[src/earth_fault_defs.vh]
// constants of the earth fault pick-up stage: apb map, fields, resets, timing
`ifndef EARTH_FAULT_DEFS_VH
`define EARTH_FAULT_DEFS_VH

// apb byte offsets
`define EF_OFF_CTRL      12'h000
`define EF_OFF_PICKUP    12'h004
`define EF_OFF_HARMLIM   12'h008
`define EF_OFF_OPDELAY   12'h00C
`define EF_OFF_STATUS    12'h010
`define EF_OFF_ANGLE     12'h014
`define EF_OFF_EXPECT    12'h018
`define EF_OFF_REMAIN    12'h01C
`define EF_OFF_RATIO     12'h020
`define EF_OFF_SNAPCUR   12'h024

// control register fields
`define EF_CTRL_INRUSH   0
`define EF_CTRL_IDMT     1
`define EF_CTRL_SEL_LO   2
`define EF_CTRL_SEL_HI   3
`define EF_CTRL_LN_LO    4
`define EF_CTRL_LN_HI    6

// reset values
`define EF_RST_PICKUP    24'h00_2EE0
`define EF_RST_HARMLIM   16'h0001
`define EF_RST_OPDELAY   19'h0_0014
`define EF_RST_SEL       2'h1
`define EF_RST_LN        3'h1
`define EF_RST_INRUSH    1'h0

// input source codes
`define EF_SEL_COARSE    2'h1
`define EF_SEL_SENS      2'h2
`define EF_SEL_CALC      2'h3

// stage condition codes
`define EF_COND_NORMAL   2'h0
`define EF_COND_START    2'h1
`define EF_COND_TRIP     2'h2
`define EF_COND_BLOCKED  2'h3

// logical node behaviour codes
`define EF_LN_ON         3'h1
`define EF_LN_BLOCKED    3'h2
`define EF_LN_TEST       3'h3
`define EF_LN_TESTBLK    3'h4
`define EF_LN_OFF        3'h5

// hysteresis and timing
`define EF_RESET_PCT     7'h61
`define EF_FULL_PCT      7'h64
`define EF_CYCLE_NS      5000000
`define EF_CLOCK_NS      4
`define EF_CYCLE_CLKS    (`EF_CYCLE_NS / `EF_CLOCK_NS)
`define EF_MAX_STEPS     19'h5_7E40
`define EF_ANGLE_FULL    17'h0_8CA0

`endif

[src/earth_fault_stage.v]
// earth fault stage: pick-up, blocking, status read-outs, apb registers
//
// Design decisions made here: the APB interface to the registers and the register offsets.
`timescale 1ns/100ps
`include "earth_fault_defs.vh"

// Functional notes
// - pick up when measured magnitude exceeds the pick-up level
// - release pick-up only below 97 percent of the pick-up level
// - one pick-up level, 0.0001 In steps, default 1.20 In
// - start only while picked up and not blocked
// - block input sampled once at program cycle start, held all cycle
// - block is external input, blocked behaviour mode or optional inrush harmonic block
// - inrush enable defaults off; harmonic limit in 0.01 percent steps
// - pick-up during block gives blocked, no timing
// - block during start drops start and releases like pick-up loss
// - entering blocked gives display note and block event with snapshot
// - start without block begins operate timing, definite or inverse
// - condition code 0 normal, 1 start, 2 trip, 3 blocked
// - previous fault type and direction reported as code 0 to 6
// - residual angle in 0.01 deg against voltage or current reference
// - expected operate time in 5 ms steps, tracks current in inverse
// - remaining time to trip in 5 ms steps, up to 1800 s
// - ratio of measured current to pick-up level, 0.01 steps
// - logical node behaviour code 1 on to 5 off
// - source coarse, sensitive or calculated, default coarse
// - residual inputs refreshed on a 5 ms time base
module earth_fault_stage #(
    parameter CYCLE_CLKS = `EF_CYCLE_CLKS,
    parameter MAG_W      = 24
) (
    // clock and reset
    input  wire              clock,
    input  wire              rstn,
    // apb slave
    input  wire              psel,
    input  wire              penable,
    input  wire              pwrite,
    input  wire [11:0]       paddr,
    input  wire [31:0]       pwdata,
    output wire              pready,
    output reg  [31:0]       prdata,
    output wire              pslverr,
    // measurement front end, same clock
    input  wire [MAG_W-1:0]  coarseResidual,
    input  wire [MAG_W-1:0]  sensitiveResidual,
    input  wire [MAG_W-1:0]  calculatedResidual,
    input  wire [15:0]       harmonicRatio,
    input  wire [15:0]       residualAngle,
    input  wire [15:0]       voltageRefAngle,
    input  wire [15:0]       currentRefAngle,
    input  wire              voltagesPresent,
    input  wire [2:0]        faultTypeIn,
    input  wire [18:0]       inverseTime,
    // blocking matrix pin, asynchronous
    input  wire              blockInput,
    // stage outputs
    output reg               pickup,
    output reg               start,
    output reg               trip,
    output reg               blocked,
    output reg               cycleTick,
    output reg               blockEvent,
    output reg               displayNote
);

    // apb decode
    // writes land on the access edge
    wire        wrEn = psel & penable & pwrite;
    wire        rdEn = psel & penable & ~pwrite;
    reg         hit;

    // settings
    reg [MAG_W-1:0] pickupLevel;
    reg [15:0]      harmLimit;
    reg [18:0]      opDelay;
    reg             inrushEn;
    reg             idmtMode;
    reg [1:0]       inputSel;
    reg [2:0]       lnMode;

    // state
    reg [31:0]      cycleCount;
    reg [2:0]       blockSync;
    reg             blockClean;
    reg             blockSampled;
    reg [MAG_W-1:0] measuredMagnitude;
    reg [18:0]      remaining;
    reg [18:0]      expected;
    reg [1:0]       condition;
    reg [2:0]       faultType;

    // 17 bits to span +-360.00 deg
    reg [16:0]      angleOut;
    reg [MAG_W-1:0] snapCurrent;
    reg [2:0]       snapFault;
    reg [15:0]      ratio;

    // divider for the ratio read-out
    reg [MAG_W+6:0] divRem;
    reg [MAG_W+6:0] divQuo;
    reg [5:0]       divStep;
    reg             divBusy;

    // comb terms
    reg [MAG_W-1:0] next_mag;
    reg [16:0]      angleDiff;

    // drop-off test as mag*100 < level*97
    wire [MAG_W+6:0] magScaled = {7'h00, measuredMagnitude} * `EF_FULL_PCT;
    wire [MAG_W+6:0] lvlScaled = {7'h00, pickupLevel} * `EF_RESET_PCT;
    wire [MAG_W+6:0] divTrial  = {divRem[MAG_W+5:0], divQuo[MAG_W+6]};
    // off mode mutes all; blocked modes force a block
    wire             lnOff     = (lnMode == `EF_LN_OFF);
    wire             lnBlock   = (lnMode == `EF_LN_BLOCKED) |
                                 (lnMode == `EF_LN_TESTBLK);
    wire             inrushBlk = inrushEn & (harmonicRatio > harmLimit);
    wire             blockNow  = blockSampled | inrushBlk | lnBlock;

    // no wait states; error on unmapped offsets
    assign pready  = 1'b1;
    assign pslverr = psel & penable & ~hit;

    // source selection, each input already on the 5 ms refresh
    always @* begin
        case (inputSel)
            `EF_SEL_SENS: next_mag = sensitiveResidual;
            `EF_SEL_CALC: next_mag = calculatedResidual;
            default:      next_mag = coarseResidual;
        endcase
    end

    // angle against the chosen reference, wrapped into +-360 deg
    always @* begin
        angleDiff = {residualAngle[15], residualAngle} -
                    (voltagesPresent ? {voltageRefAngle[15], voltageRefAngle}
                                     : {currentRefAngle[15], currentRefAngle});
        if (!angleDiff[16] && angleDiff > `EF_ANGLE_FULL) begin
            angleDiff = angleDiff - `EF_ANGLE_FULL;
        end else if (angleDiff[16] && (17'h0 - angleDiff) > `EF_ANGLE_FULL)
        begin
            angleDiff = angleDiff + `EF_ANGLE_FULL;
        end
    end

    // address hit check
    always @* begin
        case (paddr)
            `EF_OFF_CTRL, `EF_OFF_PICKUP, `EF_OFF_HARMLIM,
            `EF_OFF_OPDELAY, `EF_OFF_STATUS, `EF_OFF_ANGLE,
            `EF_OFF_EXPECT, `EF_OFF_REMAIN, `EF_OFF_RATIO,
            `EF_OFF_SNAPCUR: hit = 1'b1;
            default:         hit = 1'b0;
        endcase
    end

    // settings written over apb
    always @(posedge clock or negedge rstn) begin
        if (!rstn) begin
            pickupLevel <= `EF_RST_PICKUP;
            harmLimit   <= `EF_RST_HARMLIM;
            opDelay     <= `EF_RST_OPDELAY;
            inrushEn    <= `EF_RST_INRUSH;
            idmtMode    <= 1'b0;
            inputSel    <= `EF_RST_SEL;
            lnMode      <= `EF_RST_LN;
        end else if (wrEn) begin
            case (paddr)
                `EF_OFF_CTRL: begin
                    inrushEn <= pwdata[`EF_CTRL_INRUSH];
                    idmtMode <= pwdata[`EF_CTRL_IDMT];
                    // zero or unknown codes keep the old value
                    if (pwdata[`EF_CTRL_SEL_HI:`EF_CTRL_SEL_LO] != 2'h0) begin
                        inputSel <= pwdata[`EF_CTRL_SEL_HI:`EF_CTRL_SEL_LO];
                    end
                    if (pwdata[`EF_CTRL_LN_HI:`EF_CTRL_LN_LO] != 3'h0 &&
                        pwdata[`EF_CTRL_LN_HI:`EF_CTRL_LN_LO] <= `EF_LN_OFF)
                    begin
                        lnMode <= pwdata[`EF_CTRL_LN_HI:`EF_CTRL_LN_LO];
                    end
                end
                `EF_OFF_PICKUP:  pickupLevel <= pwdata[MAG_W-1:0];
                `EF_OFF_HARMLIM: harmLimit   <= pwdata[15:0];
                `EF_OFF_OPDELAY: opDelay     <= pwdata[18:0];
                default: ;
            endcase
        end
    end

    // read mux, registered data out
    // set at setup, stands through the access
    always @(posedge clock or negedge rstn) begin
        if (!rstn) begin
            prdata <= 32'h0000_0000;
        end else if (psel & ~penable & ~pwrite) begin
            case (paddr)
                `EF_OFF_CTRL:    prdata <= {25'h0, lnMode, inputSel,
                                            idmtMode, inrushEn};
                `EF_OFF_PICKUP:  prdata <= {{(32-MAG_W){1'b0}}, pickupLevel};
                `EF_OFF_HARMLIM: prdata <= {16'h0000, harmLimit};
                `EF_OFF_OPDELAY: prdata <= {13'h0000, opDelay};
                `EF_OFF_STATUS:  prdata <= {16'h0000, blocked, trip, start,
                                            pickup, 1'b0, lnMode,
                                            1'b0, faultType,
                                            2'h0, condition};
                `EF_OFF_ANGLE:   prdata <= {{15{angleOut[16]}}, angleOut};
                `EF_OFF_EXPECT:  prdata <= {13'h0000, expected};
                `EF_OFF_REMAIN:  prdata <= {13'h0000, remaining};
                `EF_OFF_RATIO:   prdata <= {16'h0000, ratio};
                `EF_OFF_SNAPCUR: prdata <= {snapFault, 5'h00, snapCurrent};
                default:         prdata <= 32'h0000_0000;
            endcase
        end
    end

    // block pin: three flops, change accepted when last two agree
    // pulses under two clocks may be lost
    always @(posedge clock or negedge rstn) begin
        if (!rstn) begin
            blockSync  <= 3'h0;
            blockClean <= 1'b0;
        end else begin
            blockSync <= {blockSync[1:0], blockInput};
            if (blockSync[1] == blockSync[2]) begin
                blockClean <= blockSync[2];
            end
        end
    end

    // program cycle base, one tick per 5 ms
    // 32-bit count so the 5 ms default fits
    always @(posedge clock or negedge rstn) begin
        if (!rstn) begin
            cycleCount <= 32'h0000_0000;
            cycleTick  <= 1'b0;
        end else if (cycleCount >= CYCLE_CLKS - 1) begin
            cycleCount <= 32'h0000_0000;
            cycleTick  <= 1'b1;
        end else begin
            cycleCount <= cycleCount + 32'h0000_0001;
            cycleTick  <= 1'b0;
        end
    end

    // sample inputs at the start of each program cycle
    // held all cycle: decisions see one snapshot
    always @(posedge clock or negedge rstn) begin
        if (!rstn) begin
            blockSampled      <= 1'b0;
            measuredMagnitude <= {MAG_W{1'b0}};
            angleOut          <= 17'h0_0000;
        end else if (cycleTick) begin
            blockSampled      <= blockClean;
            measuredMagnitude <= next_mag;
            angleOut          <= angleDiff;
        end
    end

    // pick-up with hysteresis and the stage outputs, one step per cycle;
    // decisions run one clock after sampling so they see the held values
    reg tickLate;
    always @(posedge clock or negedge rstn) begin
        if (!rstn) begin
            tickLate    <= 1'b0;
            pickup      <= 1'b0;
            start       <= 1'b0;
            trip        <= 1'b0;
            blocked     <= 1'b0;
            condition   <= `EF_COND_NORMAL;
            remaining   <= 19'h0_0000;
            expected    <= 19'h0_0000;
            faultType   <= 3'h0;
            snapCurrent <= {MAG_W{1'b0}};
            snapFault   <= 3'h0;
            blockEvent  <= 1'b0;
            displayNote <= 1'b0;
        end else begin
            tickLate    <= cycleTick;
            blockEvent  <= 1'b0;
            displayNote <= 1'b0;
            if (tickLate) begin
                // expected operate time, inverse tracks current each cycle
                expected <= idmtMode ? inverseTime : opDelay;

                // 97 percent drop-off once picked up
                if (lnOff) begin
                    pickup <= 1'b0;
                end else if (!pickup) begin
                    pickup <= measuredMagnitude > pickupLevel;
                end else begin
                    pickup <= !(magScaled < lvlScaled);
                end

                if (pickup && blockNow && !lnOff) begin
                    // block wins, timing abandoned
                    start     <= 1'b0;
                    trip      <= 1'b0;
                    remaining <= 19'h0_0000;
                    blocked   <= 1'b1;
                    condition <= `EF_COND_BLOCKED;
                    if (!blocked) begin
                        blockEvent  <= 1'b1;
                        displayNote <= 1'b1;
                        snapCurrent <= measuredMagnitude;
                        snapFault   <= faultTypeIn;
                    end
                end else if (pickup && !lnOff) begin
                    blocked <= 1'b0;
                    start   <= 1'b1;
                    if (!start) begin
                        // fresh start loads the operate time
                        remaining <= idmtMode ? inverseTime : opDelay;
                        condition <= `EF_COND_START;
                        faultType <= faultTypeIn;
                    end else if (remaining > 19'h0_0001) begin
                        remaining <= remaining - 19'h0_0001;
                        condition <= `EF_COND_START;
                    end else begin
                        remaining <= 19'h0_0000;
                        trip      <= 1'b1;
                        condition <= `EF_COND_TRIP;
                    end
                end else begin
                    // release: timing cleared, as after pick-up loss
                    start     <= 1'b0;
                    trip      <= 1'b0;
                    blocked   <= 1'b0;
                    remaining <= 19'h0_0000;
                    condition <= `EF_COND_NORMAL;
                end
            end

            // long inverse times held at 1800 s
            if (remaining > `EF_MAX_STEPS) begin
                remaining <= `EF_MAX_STEPS;
            end
        end
    end

    // ratio in hundredths: restoring divide of magnitude*100 by level;
    // serial to save a wide divider, done well inside one cycle
    always @(posedge clock or negedge rstn) begin
        if (!rstn) begin
            divRem  <= {(MAG_W+7){1'b0}};
            divQuo  <= {(MAG_W+7){1'b0}};
            divStep <= 6'h00;
            divBusy <= 1'b0;
            ratio   <= 16'h0000;
        end else if (tickLate && !divBusy) begin
            divRem  <= {(MAG_W+7){1'b0}};
            divQuo  <= magScaled;
            divStep <= 6'h00;
            divBusy <= (pickupLevel != {MAG_W{1'b0}});
        end else if (divBusy) begin
            // one quotient bit per clock, msb first
            if (divTrial >= {7'h00, pickupLevel}) begin
                divRem <= divTrial - {7'h00, pickupLevel};
                divQuo <= {divQuo[MAG_W+5:0], 1'b1};
            end else begin
                divRem <= divTrial;
                divQuo <= {divQuo[MAG_W+5:0], 1'b0};
            end
            if (divStep == MAG_W + 6) begin
                divBusy <= 1'b0;
            end
            divStep <= divStep + 6'h01;
        end else if (divStep == MAG_W + 7) begin
            // saturate to the 16-bit read-out
            ratio   <= (divQuo[MAG_W+6:16] != 0) ? 16'hFFFF
                                                 : divQuo[15:0];
            divStep <= 6'h00;
        end
    end

endmodule // earth_fault_stage

[config.mk]
export PLATFORM = sky130hd
export DESIGN_NAME = earth_fault_stage
export DESIGN_NICKNAME = d
export VERILOG_FILES = /design/src/earth_fault_stage.v
export VERILOG_INCLUDE_DIRS = /design/src
export SDC_FILE = /design/constraint.sdc
export NUM_CORES = 1
export LEC_CHECK = 0
export ABC_AREA = 1
export BUFFER_PORTS_ARGS = -buffer_cell sky130_fd_sc_hd__buf_4
export CAP_MARGIN = 0
export CORE_MARGIN = 5
export CORE_UTILIZATION = 45
export DETAILED_ROUTE_END_ITERATION = 10
export PLACE_DENSITY = 0.71
export SLEW_MARGIN = 40
export SYNTH_ARGS = -nofsm -noshare
export SYNTH_HDL_FRONTEND = slang
export SYNTH_SLANG_ARGS = --single-unit
[constraint.sdc]
create_clock -name clock -period 5.4 [get_ports clock]
set_input_delay 1.08 -clock clock [delete_from_list [all_inputs] [get_ports clock]]
set_output_delay 1.08 -clock clock [all_outputs]
set_load 0.02 [all_outputs]
# == After elaboration in Yosys (flattened, before gate mapping) ==
# Index checks and enable logic that the tools add are counted.
# word_totals
reg_bits,337
latchBits,0
mem_bits_rw,0
mem_bits_ro,0
n_memories,0
# classes
add_sub_neg,8
n_mul,2
div,0
magnitude_cmp,10
eq_ne,19
n_shift,0
n_mux,44
n_bitwise,17
reduce_logical,30
# ops
op,count
$pmux 32 s10,1
$mux 19,7
$mux 30,3
$mux 31,2
$mux 17,3
$eq 12x5->1 const B,4
$pmux 24 s2,1
$gt 17x16->1 const B,2
$add 32x1->32 const B,1
$ge 32x21->1 const B,1
$mux 32,1
$ge 31x24->1,1
$lt 31x31->1,1
$mul 24x7->31 const B,1
$sub 30x24->30,1
$mul 24x5->29 const B,1
$eq 12x4->1 const B,2
$eq 12x6->1 const B,2
$gt 24x24->1,1
$reduce_bool 24->1,1
$gt 19x1->1 const B,1
$gt 19x19->1 const B,1
$sub 19x1->19 const B,1
$mux 1,18
other kinds (30),72

# == Depth between registers and ports, before layout ==
# Gate-level depths: netlist of the first run.
# logic_depth
depth_word,9
depth_mapped,32

# == Worst setup path before layout of the first run ==
# Ideal clock, no wire load.
# synth_timing
kind,register to register
from,register pickupLevel[5]
to,register pickup
setup_ns,0.133
t_arrival_ns,4.836
t_required_ns,5.267
slack_ns,0.431
stages_incl_launch_ff,33
synth_period_minus_slack_ns,4.969
cell_sequence,dfstp_2 inv_1 ha_1 ha_1 ha_1 inv_1 fa_1 inv_1 ha_1 inv_1 nor3_1 nand2_1 nand2_1 nand2_1 nand2_1 a21oi_1 o21ai_0 nand2_1 nand2_1 a21oi_1 o21ai_0 nand2_1 nand2_1 xor2_1 ha_1 nand2_1 inv_1 nand3_1 o221ai_1 a21oi_1 nand3_1 nand2_1 o21ai_0
# synth_via
elab_chain_cells,5
# synth_lines
element,line_no,rtl
from (decl),earth_fault_stage.v:74,reg [MAG_W-1:0] pickupLevel;
from (signal assigned),earth_fault_stage.v:160,pickupLevel <= `EF_RST_PICKUP;
from (signal assigned),earth_fault_stage.v:182,`EF_OFF_PICKUP: pickupLevel <= pwdata[MAG_W-1:0];
$mul 24x7->31 (no line),--,
$lt 31x31->1,earth_fault_stage.v:291,pickup <= !(magScaled < lvlScaled);
$logic_not 1->1,earth_fault_stage.v:291,
$mux 1 *,earth_fault_stage.v:288,end else if (!pickup) begin
$mux 1 *,earth_fault_stage.v:286,if (lnOff) begin
to (signal assigned),earth_fault_stage.v:289,pickup <= measuredMagnitude > pickupLevel;
to (signal assigned),earth_fault_stage.v:291,
to (decl),earth_fault_stage.v:58,"output reg pickup,"
# Mark *: on every way between the ends. The rest lies on a longest branch, timed or not.
# A chain may end at the register's enable or synchronous reset.

# == Worst setup path in the final report of the first run ==
# layout_timing
from,register pickupLevel[4]
to,register pickup
# Same word-level chain as after synthesis.

==> impl_metrics.tcl, run 1 <==
set metrics [dict create \
    status "finished, final reports clean" \
    cp-start-kind "flop" \
    synth-seq-area-share 0.326 \
    drive_above_1_share 0.132 \
    synth_compound_gate_area_share 0.160 \
    ys_seq_elements 333 \
    layout.area.seq_um2 8350 \
    timing.critical_path.fanout_max 5 \
    synth_simple_gate_area_share 0.199 \
    gr-usage-met1 0.347 \
    syn_avg_cell_area_um2 7.78 \
    routedWlPerCell_um 19.7 \
    setup-violations-final 0 \
    die_y_um 249 \
    combinational_family_with_the_most_area_after_synthesis "simple AND/OR/NAND/NOR gates" \
    syn_to_final_growth_pct 17.0 \
    grt_pass1_vias 23300 \
    antenna_found_initial 0 \
    synth_ff_type "sky130_fd_sc_hd__dfrtp_1" \
    rows 87 \
    dr_total_vias 24100 \
    final.min_clock_period_ps 5140 \
    dr.first_iter.drc_count 1955 \
    most_common_library_cell_in_the_layout_ignoring_fill_and_taps "sky130_fd_sc_hd__nand2_1" \
    slew_viol_final 0 \
    first_pass_iters 5 \
    finalClockSkew_ps 33.7 \
    crit_required_ps 5850 \
    yosys-mux-area-fraction 0.0110 \
    ff2ff_path_depth 28 \
    max_freq_mhz 195 \
    pin_count_of_the_biggest_net_entering_global_routing 104 \
    most_used_cell_along_the_critical_path "sky130_fd_sc_hd__nand2_1" \
    grt_busiest_layer "met2" \
    drc 0 \
    finalHoldViolCount 0 \
    tritoncts.num_buffers 39 \
    number_of_ports_placed_on_the_die_boundary 250 \
    post_synth_fa_ha_maj_area_fraction 0.179 \
    layout.filler_cells 5480 \
    synth_top_cells_by_area "sky130_fd_sc_hd__dfrtp_1 (31%), sky130_fd_sc_hd__ha_1 (15%), sky130_fd_sc_hd__nand2_1 (9.4%)" \
    fin_tns_setup_ps 0 \
    cts_htree_levels 2 \
    routed_via_density 5.56 \
    cp-end-kind "flop" \
    final_nets 4092 \
    reg2reg_slack_ps 260 \
    synth_enable_flop_cells 0 \
    gr-usage-all-layers 0.267 \
    postRouteAntennaNets 0 \
    timing_worst_slew_pin_value_ps 896 \
    fp.dieW_um 249 \
    io_buffers 240 \
    clkTransAtPathRegs_ps 60 \
    syn_inst 3292 \
    cap_viol_max_count 0 \
    finalWirelength_mm 85.5 \
    hpwl_mm 67.3 \
    min-delay-path-class "reg -> reg" \
    initial_standard_cell_utilization_of_the_core 0.454 \
    min_delay_path_depth 0 \
    synthArstFlopShare 1.00 \
    timing.critical_path.arrival_ps 5590 \
    gp_congestion 1.01 \
    postLayoutCoreUtil 0.531 \
    critPathKind "reg -> reg" \
    worstSkewPairLatency_ps 600 \
    max_stage_delay_ps 520 \
    grtUsageMet3 0.0529 \
    most_used_cells_in_the_layout_excluding_fill_and_tap_cells "sky130_fd_sc_hd__nand2_1 (636), sky130_fd_sc_hd__inv_1 (506), sky130_fd_sc_hd__dfrtp_1 (321)" \
    multi_input_area_um2 15100 \
    post-route-period-util 0.951 \
    cts_tree "yes" \
    gr-total-overflow 0 \
    power.ir.vdd_worst_uv 261 \
    yosysUniqueCellTypes 65 \
    postCtsHoldBufs 0 \
    floorplan.core_area_um2 56400 \
    cellPowerDensity_nw_per_um2 330 \
    synth-xor-area-share 0.0315 \
    grt_pass1_wl_mm 132 \
    total_leakage_power_nw 15.1 \
    cts_sinks 333 \
    max_slew_margin 0.402 \
    ctsRootBufferMaster "sky130_fd_sc_hd__clkbuf_16" \
    cts-root-to-sink-buffers 3 \
    synth_top_cell_by_area "sky130_fd_sc_hd__dfrtp_1" \
    grt.met2_usage 0.434 \
    top_area_cell_type_share_of_the_netlist_area 0.314 \
    yosysWarnings 0 \
    dieArea_um2 61800 \
    worst_path_max_delay_cell "sky130_fd_sc_hd__fa_1" \
    netlist_area_um2 25600 \
]
[power breakdown]
part	switching [mW]	total, mW	internal (mW)	leakage [nW]
logic	2.47	3.89	1.41	10.2
clock network	1.19	2.79	1.60	0.663
registers	0.310	3.20	2.89	4.26
[cell usage after synthesis (all sizes together), types with 42 or more instances]
library cell and number:
nand2 659, o22ai 50, inv 516, nand3 193, clkbuf 83, nor3 42, nor2 198, o21ai 276
ha 307, dfrtp 321, a21oi 190, xor2 61
[what timing repair did]
action | 4_1_cts | 5_1_grt
gates cloned | 0 | 0
setup endpoints to repair | 1 | 1
pin swaps | 0 | 6
gates resized for setup | 2 | 19
buffers inserted | 0 | 2
[critical path, delay by kind of cell, from the launching register on]
family                     cells  cell delay [ps]
DFF                            1              440
buffers and inverters          1              150
and+or+nand+nor               11             1010
adders and majority gates      6             2090
AOI/OAI and AO/OA              9             1180
xor gates and xnor gates       1              140
[cells by family (layout without fill, tap and decap cells)]
family / after synthesis / in the layout
flip-flops: 333 / 333
AO/OA/AOI/OAI: 697 / 697
multiplexers: 27 / 27
other: 2 / 16
buffers and inverters: 620 / 888
XOR/XNOR: 92 / 92
adder cells (fa/ha/maj): 345 / 345
AND/OR/NAND/NOR: 1176 / 1176
[metrics by stage]
stage	area [um2]	setup slack, ps	total power, mW	hold slack [ps]	std cells
2_1_floorplan	25600	431	5.91	331	3302
3_3_place_gp	28400	13.3	7.00	373	4251
3_5_place_dp	28500	-25.8	7.06	373	4252
4_1_cts	29800	40.6	9.86	382	4324
5_1_grt	29900	-24.9	10.6	381	4326
6_report	29900	264	9.88	367	4330
[path summary, 6_finish.rpt]
check                               start              end
setup / recovery           pickupLevel[4]           pickup
hold / removal               blockSync[0]     blockSync[1]
setup reg to reg           pickupLevel[4]           pickup
hold reg to reg              blockSync[0]     blockSync[1]
max in group asynchronous            rstn   cycleCount[29]
min in group asynchronous            rstn  pickupLevel[21]
[sequential cells by signal, indices dropped and copies added, names as in the netlist, 3 cells and up]
| name | count |
|---|---|
| divQuo | 31 |
| cycleCount | 32 |
| expected | 19 |
| lnMode | 3 |
| opDelay | 19 |
| divRem | 30 |
| faultType | 3 |
| prdata | 28 |
| angleOut | 17 |
| snapFault | 3 |
| harmLimit | 16 |
| measuredMagnitude | 24 |
| ratio | 16 |
| pickupLevel | 24 |
| divStep | 6 |
| remaining | 19 |
| snapCurrent | 24 |
| blockSync | 3 |
[cell type report]
type | count | share of cell area
repair buffers | 298 | 0.0765
well taps | 756 | 0.0316
diodes | 4 | 0.000334
multi-input cells | 2349 | 0.503
inverters | 518 | 0.0650
clock buffers | 54 | 0.0381
clock inverters | 18 | 0.00689
flip-flops and latches | 333 | 0.279
[routing by layer]
| layer | share of wire | vias to the layer above |
|---|---|---|
| met2 | 0.46 | 888 |
| met1 | 0.42 | 11400 |
| met5 | 0 | - |
| met3 | 0.072 | 205 |
| met4 | 0.050 | 0 |
| li1 | - | 11500 |
No activity file was read; power rests on OpenSTA's default activity.
==> run 2, diff against run 1 <==
==> constraint.sdc (replaced) <==
create_clock -name clock -period 5.4 [get_ports clock]
set_input_delay 1.08 -clock clock [delete_from_list [all_inputs] [get_ports clock]]
set_output_delay 1.08 -clock clock [all_outputs]
set_load 0.1 [all_outputs]
==> run 2 against run 1 <==
Effect of this change: die area unchanged; largest cell class unchanged; first-iteration DRC count down 5.4%; maximum frequency about the same.
==> impl_metrics.tcl, run 2 (synthesized netlist as in run 1, its figures left out) <==
set metrics [dict create \
    gr-usage-all-layers 0.266 \
    worst_path_max_delay_cell "sky130_fd_sc_hd__fa_1" \
    worst_hold_startpoint "blockSync[0]" \
    hold_ws_ps 366 \
    finalHoldViolCount 0 \
    power_total_mw 9.89 \
    worst_case_setup_margin_in_the_final_layout_ps 260 \
    cellPowerDensity_nw_per_um2 332 \
    postRouteAntennaNets 0 \
    setup-violations-final 0 \
    postLayoutCoreUtil 0.529 \
    cap_viol_max_count 0 \
    placedInstanceArea_um2 28500 \
    post-route-period-util 0.952 \
    max_stage_delay_ps 520 \
    timing.critical_path.fanout_max 5 \
    cts_tree "yes" \
    most_used_cells_in_the_layout_excluding_fill_and_tap_cells "sky130_fd_sc_hd__nand2_1 (636), sky130_fd_sc_hd__inv_1 (506), sky130_fd_sc_hd__dfrtp_1 (321)" \
    die_y_um 249 \
    status "finished, final reports clean" \
    layout_top_registers "cycleCount: 32 flops, divQuo: 31 flops, divRem: 30 flops" \
    number_of_ports_placed_on_the_die_boundary 250 \
    final_nets 4091 \
    fin_tns_setup_ps 0 \
    ctsRootBufferMaster "sky130_fd_sc_hd__clkbuf_16" \
    crit_required_ps 5860 \
    largest_register "cycleCount" \
    floorplan.core_area_um2 56400 \
    finalClockSkew_ps 33.6 \
    grt_pass1_vias 23300 \
    hpwl_mm 67.2 \
    cp-end-kind "flop" \
    final.min_clock_period_ps 5140 \
    finalWirelength_mm 85.3 \
    slew_viol_final 0 \
    ff2ff_path_depth 28 \
    dp.cells 4251 \
    max_freq_mhz 195 \
    dr_total_vias 24000 \
    critical_r2r_launch "pickupLevel[4]" \
    cts_sinks 333 \
    routedWlPerCell_um 19.7 \
    cts_htree_levels 2 \
    routed_via_density 5.55 \
    most_used_cell_along_the_critical_path "sky130_fd_sc_hd__nand2_1" \
    drc 0 \
    layout.cell_area.non_filler_um2 29800 \
    min-delay-path-class "reg -> reg" \
    io_buffers 240 \
    rows 87 \
    clkTransAtPathRegs_ps 60 \
    tritoncts.num_buffers 39 \
    min_delay_endpoint "blockSync[1]" \
    fp.dieW_um 249 \
    postCtsHoldBufs 0 \
    diodes 0 \
    total_leakage_power_nw 15.0 \
    syn_to_final_growth_pct 16.6 \
    antenna_found_initial 1 \
    drive_above_1_share 0.128 \
    timing_worst_slew_pin_value_ps 937 \
    most_common_library_cell_in_the_layout_ignoring_fill_and_taps "sky130_fd_sc_hd__nand2_1" \
    timing.critical_path.arrival_ps 5600 \
    dr.first_iter.drc_count 1849 \
    timing.rr.end "pickup" \
    pin_count_of_the_biggest_net_entering_global_routing 104 \
    gp_congestion 1.01 \
    dieArea_um2 61800 \
    largest_register_ffs 32 \
    min_delay_path_depth 0 \
    cts-root-to-sink-buffers 3 \
    critPathKind "reg -> reg" \
    gr-total-overflow 0 \
    worstSkewPairLatency_ps 600 \
    cp-start-kind "flop" \
    max_slew_margin 0.373 \
    layout.filler_cells 5465 \
    layoutNonFillerInstCount 4324 \
    first_pass_iters 6 \
    pre_cts_slack_ps -2.57 \
    grt_pass1_wl_mm 131 \
    power.ir.vdd_worst_uv 318 \
    initial_standard_cell_utilization_of_the_core 0.454 \
    reg2reg_slack_ps 260 \
]
==> run 2: changes by cell type in the layout (fill, tap and decap cells not counted), moves of 3 or more <==
| cell | delta |
|---|---|
| sky130_fd_sc_hd__clkbuf_1 | +9 |
| sky130_fd_sc_hd__clkbuf_8 | -7 |
| sky130_fd_sc_hd__diode_2 | -4 |
| sky130_fd_sc_hd__clkinv_2 | -3 |
==> run 2: power by group <==
part,internal (mW),switching (mW),leakage [nW]
Clock,1.52,1.18,0.612
Combinational,1.42,2.58,10.2
Sequential,2.89,0.312,4.26
==> run 2: layer usage <==
metal  GRT usage  up-vias  routed length [um]
met1       0.343    11400               35300
met3      0.0530      189                6560
met2       0.437      906               39300
met5           0        -                   0
met4       0.113        0                4170
li1            -    11500                   -
==> run 2: critical path: cells and delay by family (launching register included) <==
kind	cells	cell delay, ps
compound gates	9	1160
xor+xnor	1	140
fa+ha+maj	6	2080
buf+inv	1	150
flops	1	450
simple gates	11	1030
==> run 2: final cells by class <==
class / count / area, um2 / share of cell area
well taps: 756 / 946 / 0.0317
repair buffers: 297 / 2280 / 0.0765
multi-input cells: 2349 / 15100 / 0.504
clock buffers: 56 / 1080 / 0.0362
inverters: 518 / 1950 / 0.0652
clock inverters: 15 / 191 / 0.00641
flip-flops and latches: 333 / 8350 / 0.280
==> run 2: worst max path at each step <==
stage                        start     end  slack, ps  depth (start not counted)
floorplan           pickupLevel[5]  pickup        400                         32
global placement    pickupLevel[6]  pickup         10                         29
detailed placement  pickupLevel[6]  pickup         -3                         29
CTS                 pickupLevel[7]  pickup         20                         30
global route        pickupLevel[4]  pickup        -40                         28
finish              pickupLevel[4]  pickup        260                         28
==> run 2: timing repair <==
action	CTS	global route
pin swaps	0	6
resized for setup	1	20
endpoints found under the setup margin	1	1
buffers inserted	0	2
hold endpoints to repair	0	0
